`config.mk`:
```
export PLATFORM = sky130hd
export DESIGN_NAME = dbcu_unit
export DESIGN_NICKNAME = d
export VERILOG_FILES = /design/src/shared/dbcu_pkg.sv /design/src/dbcu_cond.sv /design/src/dbcu_target.sv /design/src/dbcu_unit.sv
export SDC_FILE = /design/constraint.sdc
export NUM_CORES = 1
export LEC_CHECK = 0
export ABC_CLOCK_PERIOD_IN_PS = 3100
export BUFFER_PORTS_ARGS = -buffer_cell sky130_fd_sc_hd__buf_2
export CAP_MARGIN = 15
export CORE_UTILIZATION = 50
export DETAILED_ROUTE_END_ITERATION = 16
export GPL_ROUTABILITY_DRIVEN = 0
export PLACE_DENSITY = 0.9
export SYNTH_ARGS = -nofsm -noshare
export SYNTH_HDL_FRONTEND = slang
export SYNTH_SLANG_ARGS = --single-unit
```
`constraint.sdc`:
```
create_clock -name mclk_i -period 3.1 [get_ports mclk_i]
set_input_delay 0.62 -clock mclk_i [delete_from_list [all_inputs] [get_ports mclk_i]]
set_output_delay 0.62 -clock mclk_i [all_outputs]
set_load 0.02 [all_outputs]
```
`src/shared/dbcu_pkg.sv`:
```
package dbcu_pkg;

  // ---------------------------------------------------------------
  // Widths and field positions
  // ---------------------------------------------------------------
  localparam int DBCU_ADDR_W   = 32;
  localparam int DBCU_INSTR_W  = 16;
  localparam int DBCU_OPC_MSB  = 15;
  localparam int DBCU_OPC_LSB  = 8;
  localparam int DBCU_REL_MSB  = 6;
  localparam int DBCU_REL_LSB  = 1;
  localparam int DBCU_SIGN_BIT = 0;
  localparam int DBCU_EXT_W    = 25;

  // ---------------------------------------------------------------
  // Opcodes
  // ---------------------------------------------------------------
  localparam logic [7:0] DBCU_OP_CARRY = 8'he4;
  localparam logic [7:0] DBCU_OP_EQUAL = 8'he2;
  localparam logic [7:0] DBCU_OP_GE    = 8'he9;
  localparam logic [7:0] DBCU_OP_GT    = 8'heb;
  localparam logic [7:0] DBCU_OP_HE    = 8'he5;
  localparam logic [7:0] DBCU_OP_HT    = 8'he7;
  localparam logic [7:0] DBCU_OP_LE    = 8'hea;

  // ---------------------------------------------------------------
  // Address step and reset values
  // ---------------------------------------------------------------
  localparam logic [31:0] DBCU_INSTR_BYTES = 32'h00000002;
  localparam logic [31:0] DBCU_RST_ADDR    = 32'h00000000;

  // ---------------------------------------------------------------
  // Types
  // ---------------------------------------------------------------
  typedef struct packed {
    logic m;
    logic n;
    logic v;
    logic z;
    logic c;
  } dbcu_flags_t;

  typedef enum logic [1:0] {
    DBCU_IDLE       = 2'b00,
    DBCU_SLOT_TAKEN = 2'b01,
    DBCU_SLOT_SEQ   = 2'b10
  } dbcu_state_t;

  localparam dbcu_state_t DBCU_RST_STATE = DBCU_IDLE;

  // Opcode belongs to this branch group
  function automatic logic dbcu_is_branch(input logic [7:0] op);
    dbcu_is_branch = (op == DBCU_OP_CARRY) || (op == DBCU_OP_EQUAL) || (op == DBCU_OP_GE) ||
                     (op == DBCU_OP_GT) || (op == DBCU_OP_HE) || (op == DBCU_OP_HT) ||
                     (op == DBCU_OP_LE);
  endfunction : dbcu_is_branch

endpackage : dbcu_pkg

```
`src/dbcu_cond.sv`:
```
`timescale 1ns/10ps
`default_nettype none
module dbcu_cond
  import dbcu_pkg::*;
(
  input  wire logic [7:0]  opcode_i,
  input  wire dbcu_flags_t flags_i,
  output logic             is_branch_o,
  output logic             take_o
);

  // ---------------------------------------------------------------
  // Opcode decode
  // ---------------------------------------------------------------
  wire logic hit_carry = (opcode_i == DBCU_OP_CARRY);
  wire logic hit_equal = (opcode_i == DBCU_OP_EQUAL);
  wire logic hit_ge    = (opcode_i == DBCU_OP_GE);
  wire logic hit_gt    = (opcode_i == DBCU_OP_GT);
  wire logic hit_he    = (opcode_i == DBCU_OP_HE);
  wire logic hit_ht    = (opcode_i == DBCU_OP_HT);
  wire logic hit_le    = (opcode_i == DBCU_OP_LE);

  // ---------------------------------------------------------------
  // Condition tests
  // ---------------------------------------------------------------
  wire logic ok_carry = hit_carry & flags_i.c;
  wire logic ok_equal = hit_equal & flags_i.z;
  wire logic ok_ge    = hit_ge & ~flags_i.n;
  wire logic ok_gt    = hit_gt & ~flags_i.n & ~flags_i.z;
  wire logic ok_he    = hit_he & ~flags_i.c;
  wire logic ok_ht    = hit_ht & ~flags_i.c & ~flags_i.z;
  wire logic ok_le    = hit_le & (flags_i.n | flags_i.z);

  assign is_branch_o = dbcu_is_branch(opcode_i);
  assign take_o      = ok_carry | ok_equal | ok_ge | ok_gt | ok_he | ok_ht | ok_le;

endmodule : dbcu_cond
`default_nettype wire

```
`src/dbcu_target.sv`:
```
`timescale 1ns/10ps
`default_nettype none
module dbcu_target
  import dbcu_pkg::*;
(
  input  wire logic [DBCU_INSTR_W-1:0] instr_i,
  input  wire logic [DBCU_ADDR_W-1:0]  instr_pc_i,
  output logic      [DBCU_ADDR_W-1:0]  disp_o,
  output logic      [DBCU_ADDR_W-1:0]  target_o
);

  // ---------------------------------------------------------------
  // Displacement fields
  // ---------------------------------------------------------------
  wire logic       sign_bit = instr_i[DBCU_SIGN_BIT];
  wire logic [DBCU_REL_MSB-DBCU_REL_LSB:0] low_rel = instr_i[DBCU_REL_MSB:DBCU_REL_LSB];

  // Sign, low field, zero: even values -128..126
  assign disp_o = {{DBCU_EXT_W{sign_bit}}, low_rel, 1'b0};

  // ---------------------------------------------------------------
  // Target from first byte after the branch
  // ---------------------------------------------------------------
  wire logic [DBCU_ADDR_W-1:0] next_addr = instr_pc_i + DBCU_INSTR_BYTES;
  assign target_o = next_addr + disp_o;

endmodule : dbcu_target
`default_nettype wire

```
`src/dbcu_unit.sv`:
```
// Functional notes
// - Carry branch loads the target into the PC only when carry is one.
// - Equal branch is taken only when zero is one.
// - Greater-or-equal branch is taken only when negative is clear.
// - Greater-than branch is taken only when negative and zero are both clear.
// - Higher-or-equal branch is taken only when carry is clear.
// - Higher-than branch is taken only when carry and zero are both clear.
// - Less-or-equal branch is taken when negative or zero is set.
// - Target is the signed displacement plus the address after the branch.
// - Displacement is sign bit extended, low field, then a zero bit, even from -128 to 126.
// - These branches never modify the condition flags or the cache mode flag.
// - The one instruction after the branch always executes, taken or not.
// - Not taken, the delay instruction runs normally and execution continues in sequence.
// - Taken, the delay instruction completes without advancing the PC that holds the target.
// - A PC read by the delay instruction of a taken branch returns the target.
`timescale 1ns/10ps
`default_nettype none
module dbcu_unit
  import dbcu_pkg::*;
(
  input  wire logic                    mclk_i,
  input  wire logic                    sys_rst_i,
  input  wire logic                    instr_valid_i,
  input  wire logic [DBCU_INSTR_W-1:0] instr_i,
  input  wire logic [DBCU_ADDR_W-1:0]  instr_pc_i,
  input  wire dbcu_flags_t             flags_i,
  input  wire logic                    delay_done_i,
  output logic                         branch_accept_o,
  output logic                         flags_keep_o,
  output logic                         branch_taken_o,
  output logic                         pc_load_o,
  output logic [DBCU_ADDR_W-1:0]       pc_target_o,
  output logic                         delay_slot_o,
  output logic                         pc_hold_o,
  output logic                         pc_read_sel_o,
  output logic [DBCU_ADDR_W-1:0]       pc_read_value_o
);

  // ---------------------------------------------------------------
  // Decode and target
  // ---------------------------------------------------------------
  logic                   is_branch;
  logic                   take;
  logic [DBCU_ADDR_W-1:0] disp;
  logic [DBCU_ADDR_W-1:0] target;

  dbcu_cond u_cond (
    .opcode_i    (instr_i[DBCU_OPC_MSB:DBCU_OPC_LSB]),
    .flags_i     (flags_i),
    .is_branch_o (is_branch),
    .take_o      (take)
  );

  dbcu_target u_target (
    .instr_i    (instr_i),
    .instr_pc_i (instr_pc_i),
    .disp_o     (disp),
    .target_o   (target)
  );

  // ---------------------------------------------------------------
  // State
  // ---------------------------------------------------------------
  dbcu_state_t            state;
  dbcu_state_t            next_state;
  logic [DBCU_ADDR_W-1:0] target_q;
  logic                   taken_q;
  logic                   load_q;

  wire logic idle       = (state == DBCU_IDLE);
  wire logic in_taken   = (state == DBCU_SLOT_TAKEN);
  wire logic in_seq     = (state == DBCU_SLOT_SEQ);
  wire logic accept     = instr_valid_i & is_branch & idle;
  wire logic accept_tk  = accept & take;
  wire logic slot_end   = ~idle & delay_done_i;

  // Next state: slot stays open until the delay instruction completes
  always_comb begin
    next_state = state;
    case (state)
      DBCU_IDLE: begin
        if (accept_tk) begin
          next_state = DBCU_SLOT_TAKEN;
        end else if (accept) begin
          next_state = DBCU_SLOT_SEQ;
        end
      end
      DBCU_SLOT_TAKEN: begin
        if (delay_done_i) begin
          next_state = DBCU_IDLE;
        end
      end
      DBCU_SLOT_SEQ: begin
        if (delay_done_i) begin
          next_state = DBCU_IDLE;
        end
      end
      default: begin
        next_state = DBCU_IDLE;
      end
    endcase
  end

  always_ff @(posedge mclk_i) begin
    if (sys_rst_i) begin
      state <= DBCU_RST_STATE;
    end else begin
      state <= next_state;
    end
  end

  // Target captured with the branch
  always_ff @(posedge mclk_i) begin
    if (sys_rst_i) begin
      target_q <= DBCU_RST_ADDR;
    end else if (accept) begin
      target_q <= target;
    end
  end

  // One-cycle pulses after a taken branch
  always_ff @(posedge mclk_i) begin
    if (sys_rst_i) begin
      taken_q <= 1'b0;
      load_q  <= 1'b0;
    end else begin
      taken_q <= accept_tk;
      load_q  <= accept_tk;
    end
  end

  // ---------------------------------------------------------------
  // Outputs
  // ---------------------------------------------------------------
  assign branch_accept_o = accept;
  assign flags_keep_o    = accept;
  assign branch_taken_o  = taken_q;
  assign pc_load_o       = load_q;
  assign pc_target_o     = target_q;
  assign delay_slot_o    = ~idle;
  assign pc_hold_o       = in_taken;
  assign pc_read_sel_o   = in_taken;
  assign pc_read_value_o = target_q;

  // ---------------------------------------------------------------
  // Reference values for the checks
  // ---------------------------------------------------------------
  wire logic        [7:0]             opc     = instr_i[DBCU_OPC_MSB:DBCU_OPC_LSB];
  wire logic signed [7:0]             ref_rel = {instr_i[DBCU_SIGN_BIT], instr_i[DBCU_REL_MSB:DBCU_REL_LSB], 1'b0};
  wire logic        [DBCU_ADDR_W-1:0] ref_tgt = instr_pc_i + DBCU_INSTR_BYTES + 32'(ref_rel);

  // ---------------------------------------------------------------
  // Assertions
  // ---------------------------------------------------------------

  property p_carry;
    @(posedge mclk_i) disable iff (sys_rst_i)
      accept && (opc == DBCU_OP_CARRY) |=> (branch_taken_o == $past(flags_i.c));
  endproperty
  a_carry: assert property (p_carry) else $error("carry branch decision wrong");

  property p_equal;
    @(posedge mclk_i) disable iff (sys_rst_i)
      accept && (opc == DBCU_OP_EQUAL) |=> (branch_taken_o == $past(flags_i.z));
  endproperty
  a_equal: assert property (p_equal) else $error("equal branch decision wrong");

  property p_ge;
    @(posedge mclk_i) disable iff (sys_rst_i)
      accept && (opc == DBCU_OP_GE) |=> (branch_taken_o == !$past(flags_i.n));
  endproperty
  a_ge: assert property (p_ge) else $error("greater-or-equal decision wrong");

  property p_gt;
    @(posedge mclk_i) disable iff (sys_rst_i)
      accept && (opc == DBCU_OP_GT) |=> (branch_taken_o == !($past(flags_i.n) || $past(flags_i.z)));
  endproperty
  a_gt: assert property (p_gt) else $error("greater-than decision wrong");

  property p_he;
    @(posedge mclk_i) disable iff (sys_rst_i)
      accept && (opc == DBCU_OP_HE) |=> (branch_taken_o == !$past(flags_i.c));
  endproperty
  a_he: assert property (p_he) else $error("higher-or-equal decision wrong");

  property p_ht;
    @(posedge mclk_i) disable iff (sys_rst_i)
      accept && (opc == DBCU_OP_HT) |=> (branch_taken_o == !($past(flags_i.c) || $past(flags_i.z)));
  endproperty
  a_ht: assert property (p_ht) else $error("higher-than decision wrong");

  property p_le;
    @(posedge mclk_i) disable iff (sys_rst_i)
      accept && (opc == DBCU_OP_LE) |=> (branch_taken_o == ($past(flags_i.n) || $past(flags_i.z)));
  endproperty
  a_le: assert property (p_le) else $error("less-or-equal decision wrong");

  property p_target;
    @(posedge mclk_i) disable iff (sys_rst_i)
      accept |=> (pc_target_o == $past(ref_tgt));
  endproperty
  a_target: assert property (p_target) else $error("branch target wrong");

  property p_disp;
    @(posedge mclk_i) disable iff (sys_rst_i)
      accept |-> (disp == 32'(ref_rel)) && (disp[0] == 1'b0)
                 && ($signed(disp) >= -128) && ($signed(disp) <= 126);
  endproperty
  a_disp: assert property (p_disp) else $error("displacement form wrong");

  property p_flags;
    @(posedge mclk_i) disable iff (sys_rst_i)
      instr_valid_i && dbcu_is_branch(opc) && !delay_slot_o |-> flags_keep_o;
  endproperty
  a_flags: assert property (p_flags) else $error("flags not kept on branch");

  property p_refuse;
    @(posedge mclk_i) disable iff (sys_rst_i)
      delay_slot_o |-> !branch_accept_o && !flags_keep_o;
  endproperty
  a_refuse: assert property (p_refuse) else $error("branch accepted inside a delay slot");

  property p_slot_open;
    @(posedge mclk_i) disable iff (sys_rst_i)
      accept ##1 !delay_done_i |=> delay_slot_o;
  endproperty
  a_slot_open: assert property (p_slot_open) else $error("delay slot closed early");

  property p_seq;
    @(posedge mclk_i) disable iff (sys_rst_i)
      accept && !take |=> !pc_hold_o && !pc_load_o && delay_slot_o;
  endproperty
  a_seq: assert property (p_seq) else $error("not-taken branch disturbed the PC");

  property p_seq_read;
    @(posedge mclk_i) disable iff (sys_rst_i)
      accept && !take |=> !pc_read_sel_o && !branch_taken_o;
  endproperty
  a_seq_read: assert property (p_seq_read) else $error("not-taken slot redirected PC reads");

  property p_hold;
    @(posedge mclk_i) disable iff (sys_rst_i)
      accept && take |=> pc_load_o && pc_hold_o && branch_taken_o;
  endproperty
  a_hold: assert property (p_hold) else $error("PC advanced during taken delay slot");

  property p_hold_stay;
    @(posedge mclk_i) disable iff (sys_rst_i)
      pc_hold_o && !delay_done_i |=> pc_hold_o && !pc_load_o;
  endproperty
  a_hold_stay: assert property (p_hold_stay) else $error("PC hold dropped or reloaded in slot");

  property p_slot_end;
    @(posedge mclk_i) disable iff (sys_rst_i)
      delay_slot_o && delay_done_i |=> !delay_slot_o && !pc_hold_o;
  endproperty
  a_slot_end: assert property (p_slot_end) else $error("delay slot not closed after delay instruction");

  property p_idle_stay;
    @(posedge mclk_i) disable iff (sys_rst_i)
      !delay_slot_o && !branch_accept_o |=> !delay_slot_o;
  endproperty
  a_idle_stay: assert property (p_idle_stay) else $error("delay slot opened without a branch");

  property p_load_once;
    @(posedge mclk_i) disable iff (sys_rst_i)
      pc_load_o |=> !pc_load_o && !branch_taken_o;
  endproperty
  a_load_once: assert property (p_load_once) else $error("PC load longer than one cycle");

  property p_target_keep;
    @(posedge mclk_i) disable iff (sys_rst_i)
      !branch_accept_o |=> $stable(pc_target_o);
  endproperty
  a_target_keep: assert property (p_target_keep) else $error("branch target changed without a branch");

  property p_read;
    @(posedge mclk_i) disable iff (sys_rst_i)
      accept && take |=> pc_read_sel_o && (pc_read_value_o == $past(ref_tgt));
  endproperty
  a_read: assert property (p_read) else $error("delay slot PC read not the target");

  property p_read_stable;
    @(posedge mclk_i) disable iff (sys_rst_i)
      pc_read_sel_o && $past(pc_read_sel_o) |-> $stable(pc_read_value_o);
  endproperty
  a_read_stable: assert property (p_read_stable) else $error("delay slot PC read value moved");

  property p_fields;
    @(posedge mclk_i) disable iff (sys_rst_i)
      instr_valid_i && idle |-> (branch_accept_o == dbcu_is_branch(instr_i[15:8]));
  endproperty
  a_fields: assert property (p_fields) else $error("opcode field decode wrong");

  c_taken:    cover property (@(posedge mclk_i) disable iff (sys_rst_i) accept && take ##1 pc_load_o);
  c_not_tk:   cover property (@(posedge mclk_i) disable iff (sys_rst_i) accept && !take ##[1:4] slot_end);
  c_back:     cover property (@(posedge mclk_i) disable iff (sys_rst_i) slot_end ##[1:2] accept);
  c_neg_disp: cover property (@(posedge mclk_i) disable iff (sys_rst_i) accept && instr_i[0]);
  c_seq_end:  cover property (@(posedge mclk_i) disable iff (sys_rst_i) in_seq && delay_done_i);

endmodule : dbcu_unit
`default_nettype wire

```
==> results.yml, run 1 <==
run_status:
  status: "completed"
hold_path:
  hp-class: "flip-flop to flip-flop"
  hp-start: "pc_read_value_o[31]"
  holdPathStages: 2
  holdPathEnd: "pc_read_value_o[31]"
placed_design:
  dp_cells: 662
  place_ws_ps: -121
  placed_area_um2: 4330
  portBuffers: 124
  dpl.hpwl_um: 7750
timing:
  fin_setup_tns_ps: 0
  rsz0062_at_grt: "no"
  worstMarginPinSlew_ps: 666
  timing.hold.ws_ps: 465
  setup_ws_ps: 165
  fmax_ghz: 0.341
  period_share_pct: 94.7
  drv_slew: 0
  finalHoldViolCount: 0
  finalClockSkew_ps: 9.38
  setup_violations: 0
  finalCriticalPeriod_ps: 2940
  slew_headroom_pct: 55.6
synthesis:
  synth_area_um2: 3740
  synth_edf_count: 0
  seq_area_frac_synth_pct: 18.7
  yosys_most_used_dff: "dfxtp_1"
  syn_nets: 583
  ys_ff_latch: 35
  syn_area_per_cell_um2: 8.06
  yosys_warnings: 0
  syn_inst: 464
  async_flop_share_pct: 0
  synth.distinct_cells: 65
routing:
  wl_per_cell_um: 14.2
  drc: 0
  drt_iter0_markers: 241
  postRouteAntennaNets: 0
  wl_um: 9510
  via_count: 3908
  via_per_inst: 5.84
  first_pass_iters: 5
critical_path:
  rr_startpoint: "state[1]"
  required_ps: 3260
  rr_endpoint: "pc_read_value_o[20]"
  worstSetupPathType: "primary input to flip-flop"
  reg2reg_depth: 7
  crit_fanout: 4
  crit_path_end_kind: "flip-flop"
  rrSetupSlack_ps: 1370
  critPathArrivalTime_ps: 3100
  crit_path_start_kind: "primary input"
floorplanning:
  start_util_pct: 51.6
  ios: 128
  dieArea_um2: 7830
  coreArea_um2: 7250
  num_rows: 31
  die_h_um: 88.5
  die_w_um: 88.5
clocking:
  clock_tree.buffer_depth: 2
  h-tree-depth: 2
  ctsHoldBuffers: 0
  cts_buffers: 5
  cts_tree: "done"
  clk_pin_slew_worst_paths_ps: 60
  clkLatencyLatePin_ps: 290
  root_buffer: "clkbuf_8"
  cts_sinks: 35
final_layout:
  drive_above_1_share_pct: 30.0
  multiInputGateArea_um2: 2640
  design_area_um2: 4430
  utilization_pct: 61.1
  nFillCells: 662
  diodes: 0
  nets: 689
  fin_cells: 669
  seq_area_um2: 701
  syn2layout_area_growth_pct: 18.6
global_route:
  grt_pass1_wl_um: 15400
  grt_antenna_before_repair: 0
  grt_use_total_pct: 24.5
  grt_pass1_vias: 3584
  grt_max_degree: 38
  grt-ovfl-total: 0
power_and_ir_drop:
  ir_worst_vdd_v: 0.000204
  p_per_area_nw_per_um2: 333
  power.leakage_nw: 2.30
  total_power_mw: 1.48
run:
  cap_violations: 0
## timing repair
| action | in CTS | in global routing |
|---|---|---|
| setup endpoints to repair | 0 | 3 |
| setup buffers | 0 | 0 |
| gates resized for setup | 0 | 1 |
## state kept, by name (all words and copies together) (netlist names)
signal	count
pc_read_value_o	32
state	2
pc_load_o	1
## power by group
part	internal, mW	switching (mW)
sequential	0.455	0.00389
clock	0.236	0.155
combinational	0.271	0.354
total	0.962	0.513
## Yosys cell counts (2+ instances only)
library cell,number,area share [%]
nor2_1,22,2.2
o21a_1,4,0.80
nor3b_1,6,1.2
o31ai_2,2,0.67
ha_1,61,20
a21boi_0,3,0.60
a21oi_1,51,6.8
nor3_1,6,0.80
a32oi_1,2,0.47
o21ai_1,5,0.67
a211o_1,2,0.47
nand2_1,51,5.1
and3_1,2,0.33
buf_2,4,0.54
clkbuf_1,7,0.70
o211ai_1,5,1.0
a21o_1,17,3.4
nand4_1,5,0.84
inv_1,18,1.8
nand2b_1,6,1.0
and4_1,5,1.2
o22a_1,2,0.47
buf_4,36,7.2
o31ai_1,3,0.60
mux2i_1,2,0.54
a31oi_1,2,0.33
xnor2_1,7,1.6
o21bai_1,3,0.60
xor2_1,7,1.6
o31a_1,2,0.47
nand3_1,10,1.3
nand3b_1,4,0.80
a2111oi_2,3,1.2
or3_1,9,1.5
a211oi_1,5,1.0
nor2b_1,2,0.33
dfxtp_1,35,19
and2_1,2,0.33
nand4b_1,2,0.47
o21ai_0,19,2.5
## routing by layer
metal	track usage, %	share of wire, %	vias to the layer above	wire length, µm
met5	0	0	-	0
met4	8.65	1.1	0	106
met3	2.80	6.7	12	641
met2	44.8	51	176	4890
met1	29.5	41	1840	3870
li1	-	-	1880	-
## worst max-delay path: stages
cell and delay (ps):
buf_2 100, ha_1 270, ha_1 170, inv_1 60, fa_1 410, nand2b_1 200
a21o_1 200, a21o_1 230, a21boi_4 200, buf_4 140, o211ai_1 90, a21boi_0 290
o31ai_1 110
## cells by family (layout without fill, tap and decap cells)
logic type      Yosys count  in the layout  share of synthesized area, %
xor+xnor                 14             14                          3.28
simple gates            138            138                          18.9
flops                    35             35                          18.7
compound gates          146            146                          26.9
mux                       2              2                         0.535
buf+inv                  67            173                          10.7
fa+ha+maj                62             62                          20.9
## placed cells by master, fill, tap and decap left out, drive strengths merged, types with 3 or more instances in the layout
cell type / instances
nand3b: 5
inv: 19
and3: 3
a21o: 17
and4: 5
o21ai: 24
ha: 61
o21bai: 3
nor3b: 6
a2111oi: 3
xnor2: 7
nand3: 11
dfxtp: 35
o21a: 4
o31ai: 5
nor2: 22
nand2: 51
a21oi: 52
xor2: 7
nand4: 5
o211ai: 6
buf: 146
a211oi: 6
or3: 9
a21boi: 5
clkbuf: 7
nor3: 6
nand2b: 6
## final cells by class
class / instances / share of cell area [%]
Clock buffer: 6 / 1.64
Multi-Input combinational cell: 362 / 59.5
Inverter: 19 / 1.61
Sequential cell: 35 / 15.8
Clock inverter: 1 / 0.677
Timing Repair Buffer: 147 / 17.9
Tap cell: 99 / 2.79
## how the worst max path moves through the flow
| stage | from | endpoint | slack (ps) | depth (start not counted) |
|---|---|---|---|---|
| floorplan | instr_i[2] | pc_read_value_o[20] | 270 | 11 |
| global placement | instr_i[0] | pc_read_value_o[28] | -80 | 10 |
| detailed placement | instr_i[0] | pc_read_value_o[28] | -120 | 10 |
| CTS | instr_i[0] | pc_read_value_o[28] | 140 | 10 |
| global route | instr_i[0] | pc_read_value_o[22] | 3 | 11 |
| finish | instr_i[2] | pc_read_value_o[22] | 160 | 13 |
(Power assumes the default switching activity.)
==> run 2: changes to the inputs <==
Settings changed: ABC_CLOCK_PERIOD_IN_PS 3100 to 3130, SLEW_MARGIN from default to 20.
Clock period 3.1 ns to 3.13 ns, I/O delays scaled along.
==> results.yml, run 2 (synthesis gave the netlist of run 1 again) <==
run_status:
  status: "completed"
final_layout:
  drive_above_1_share_pct: 29.7
  utilization_pct: 60.8
  syn2layout_area_growth_pct: 17.9
  largest_reg_flops: 32
  nets: 687
  diodes: 0
  final_cell_mix: "buf_2, ha_1, nand2_1, a21oi_1, dfxtp_1"
  design_area_um2: 4410
  mostFrequentLayoutCell: "buf_2"
global_route:
  grt_antenna_before_repair: 0
  grt_pass1_vias: 3479
  grt-ovfl-total: 0
  grt_use_total_pct: 24.0
  grt_pass1_wl_um: 15200
  grt_max_degree: 38
power_and_ir_drop:
  intPower_uw: 875
  p_per_area_nw_per_um2: 315
  power.leakage_nw: 2.29
  clockPowerShare_pct: 22.7
  comb_power_share_pct: 44.6
  swShare_pct: 36.9
  p_switching_uw: 513
  ir_worst_vdd_v: 0.000169
  power_frac_seq_pct: 32.7
timing:
  setup_violations: 0
  timing.hold.ws_ps: 465
  slew_headroom_pct: 57.1
  worstMarginPinSlew_ps: 644
  period_share_pct: 97.0
  rsz0062_at_grt: "no"
  finalCriticalPeriod_ps: 3040
  finalClockSkew_ps: 6.58
  finalHoldViolCount: 0
  fmax_ghz: 0.329
  drv_slew: 0
critical_path:
  slowest_delay_ps: 370
  crit_slowest_cell: "o31ai_1"
  crit_fanout: 20
  crit_top_cell: "ha_1"
  required_ps: 3290
  rrSetupSlack_ps: 1390
  cpLargestDelayFamily: "compound AO/OA/AOI/OAI gates"
  crit_path_end_kind: "flip-flop"
  crit_path_start_kind: "primary input"
  cp_cell_sequence: "buf_2, ha_1, ha_1, a21oi_1, and2_1, a21o_1, a21boi_4, o31ai_1, mux2i_1, a211o_1"
  worstSetupPathType: "primary input to flip-flop"
  path_buf_inv: 1
  critPathArrivalTime_ps: 3200
routing:
  drt_iter0_markers: 220
  postRouteAntennaNets: 0
  wl_per_cell_um: 14.2
  via_per_inst: 5.71
  first_pass_iters: 5
  drc: 0
  via_count: 3816
  wl_um: 9490
clocking:
  ctsHoldBuffers: 0
  cts_buffers: 5
  postCtsSetupRepairBufs: 0
  clock_tree.buffer_depth: 2
  root_buffer: "clkbuf_8"
  cts_resized: 0
  clk_pin_slew_worst_paths_ps: 70
  clkLatencyLatePin_ps: 280
  cts_sinks: 35
  h-tree-depth: 2
  cts_tree: "done"
hold_path:
  hp-class: "flip-flop to flip-flop"
floorplanning:
  num_rows: 31
  die_h_um: 88.5
  coreArea_um2: 7250
  ios: 128
  die_w_um: 88.5
  start_util_pct: 51.6
  dieArea_um2: 7830
run:
  cap_violations: 0
placed_design:
  portBuffers: 124
  placed_area_um2: 4330
  dpl.hpwl_um: 7690
-- run 2: changes by cell type in the layout (fill, tap and decap cells not counted), sizes merged --
cell	before	now
buf	146	145
bufinv	1	0
clkinv	0	1
-- run 2: final timing paths --
path                                          from                  end  cells past startpoint
worst max register to register            state[1]  pc_read_value_o[28]                      8
worst min register to register  pc_read_value_o[0]   pc_read_value_o[0]                      2
worst min-delay path            pc_read_value_o[0]   pc_read_value_o[0]                      2
worst max-delay path                    instr_i[0]  pc_read_value_o[28]                     10
-- run 2: power by group through the flow --
stage	logic [mW]	registers, mW	clock network (mW)
finish	0.619	0.454	0.315
global route	0.683	0.454	0.334
CTS	0.608	0.454	0.317
detailed placement	0.603	0.464	0
global placement	0.578	0.464	0
floorplan	0.406	0.470	0
-- run 2: tightest hold or removal path, cell delays in order (launching register included) --
cell	delay [ps]
dfxtp_1	320
nand2_1	50
a21oi_1	50
-- run 2: metal layers --
| layer | vias to the layer above | wire length, µm | GRT usage, % |
|---|---|---|---|
| met5 | - | 0 | 0 |
| met4 | 0 | 127 | 6.30 |
| met3 | 14 | 442 | 1.68 |
| met2 | 160 | 4690 | 45.3 |
| met1 | 1763 | 4230 | 29.2 |
| li1 | 1879 | - | - |
-- run 2: cell type report --
class	count	area, µm²
clock buffers	7	76.3
clock inverters	1	5.00
fillers	661	2850
inverters	19	71.3
multi-input cells	362	2640
flip-flops and latches	35	701
well taps	99	124
repair buffers	145	791
-- run 2: metrics by stage --
stage / setup TNS (ps) / total power, mW / worst slack (ps) / cells
final: 0 / 1.39 / 92.8 / 668
after global placement: -59.5 / 1.04 / -59.5 / 660
after floorplan: 0 / 0.876 / 297 / 464
after detailed placement: -350 / 1.07 / -91.0 / 660
after global routing: 0 / 1.47 / 9.11 / 668
after CTS: 0 / 1.38 / 162 / 668
==> run 3: changes to the inputs <==
Settings changed: PLACE_DENSITY 0.9 to default, PLACE_DENSITY_LB_ADDON from default to 0.2.
==> results.yml, run 3 (synthesis gave the netlist of run 1 again) <==
run_status:
  status: "completed"
critical_path:
  cp_cell_sequence: "clkbuf_4, ha_1, ha_1, nand4_1, a211oi_2, o2111a_2, o211ai_1, and3_1, o31ai_2"
  crit_slowest_cell: "ha_1"
  crit_fanout: 20
  cpLargestDelayFamily: "compound AO/OA/AOI/OAI gates"
  required_ps: 3350
  crit_path_start_kind: "primary input"
  crit_path_end_kind: "flip-flop"
  critPathArrivalTime_ps: 3080
  crit_top_cell: "ha_1"
  path_buf_inv: 1
  worstSetupPathType: "primary input to flip-flop"
  slowest_delay_ps: 390
  rrSetupSlack_ps: 1330
placed_design:
  placed_area_um2: 4360
  portBuffers: 124
  place_ws_ps: -127
  dpl.hpwl_um: 7330
global_route:
  grt_pass1_wl_um: 14700
  grt-ovfl-total: 0
  grt_max_degree: 32
  grt_antenna_before_repair: 0
  grt_use_total_pct: 23.6
  grt_pass1_vias: 3238
run:
  cap_violations: 0
hold_path:
  hp-class: "flip-flop to flip-flop"
clocking:
  cts_buffers: 5
  cts_tree: "done"
  root_buffer: "clkbuf_8"
  clock_tree.buffer_depth: 2
  clk_pin_slew_worst_paths_ps: 90
  cts_sinks: 35
  ctsHoldBuffers: 0
  clkLatencyLatePin_ps: 290
  h-tree-depth: 2
timing:
  finalClockSkew_ps: 14.6
  drv_slew: 0
  worstMarginPinSlew_ps: 502
  fmax_ghz: 0.349
  fin_setup_tns_ps: 0
  setup_ws_ps: 267
  rsz0062_at_grt: "no"
  period_share_pct: 91.5
  finalHoldViolCount: 0
  slew_headroom_pct: 66.3
  setup_violations: 0
  finalCriticalPeriod_ps: 2860
final_layout:
  syn2layout_area_growth_pct: 20.3
  drive_above_1_share_pct: 30.8
  design_area_um2: 4500
  largest_reg_flops: 32
  diodes: 0
  utilization_pct: 62.0
  nets: 693
  final_cell_mix: "buf_2, ha_1, nand2_1, a21oi_1, dfxtp_1"
  mostFrequentLayoutCell: "buf_2"
routing:
  postRouteAntennaNets: 0
  wl_um: 9010
  via_per_inst: 5.51
  wl_per_cell_um: 13.4
  via_count: 3712
  first_pass_iters: 4
  drt_iter0_markers: 119
  drc: 0
floorplanning:
  ios: 128
  die_w_um: 88.5
  die_h_um: 88.5
  dieArea_um2: 7830
  num_rows: 31
  coreArea_um2: 7250
  start_util_pct: 51.6
power_and_ir_drop:
  power.leakage_nw: 2.33
  total_power_mw: 1.56
  p_per_area_nw_per_um2: 348
  ir_worst_vdd_v: 0.000212
run 3: cell count changes in the layout (fill, tap and decap cells not counted), sizes merged:
| cell | previous run | this run |
|---|---|---|
| clkbuf | 7 | 6 |
| clkinv | 1 | 0 |
| bufinv | 0 | 2 |
| buf | 145 | 150 |
| clkinvlp | 0 | 1 |
run 3: power breakdown:
group / switching [mW] / internal, mW / total [mW]
logic: 0.336 / 0.274 / 0.610
registers: 0.00321 / 0.450 / 0.453
clock network: 0.183 / 0.318 / 0.501
run 3: what timing repair did:
action / in CTS / in global routing
buffers inserted: 0 / 0
resized for setup: 0 / 1
setup endpoints to repair: 0 / 1
run 3: routing by layer:
metal | up-vias | GRT usage (%) | share of wire (%)
met5 | - | 0 | 0
met4 | 0 | 5.72 | 1.2
met3 | 10 | 2.99 | 4.0
met2 | 115 | 41.3 | 47
met1 | 1696 | 30.8 | 48
li1 | 1891 | - | -
run 3: path summary, 6_finish.rpt:
kind / start / endpoint / cells past startpoint
max: instr_i[0] / pc_read_value_o[29] / 9
min: pc_read_value_o[31] / pc_read_value_o[31] / 2
max reg2reg: state[0] / pc_read_value_o[28] / 8
min reg2reg: pc_read_value_o[31] / pc_read_value_o[31] / 2
run 3: worst min-delay path, cell delays in order (launching register included):
cell     delay (ps)
dfxtp_1         320
nand2_1          50
o21ai_1          50
run 3: per-stage QoR:
stage               std cells  hold slack [ps]
floorplan                 464              449
global placement          666              439
detailed placement        666              454
CTS                       674              465
global route              674              493
finish                    674              461
run 3: area by class of cell:
class	count	area, µm²
clock inverter	3	67.6
fill	701	2760
timing repair buffer	151	826
tap	99	124
sequential	35	701
multi-input combinational	362	2640
inverter	19	71.3
clock buffer	5	68.8
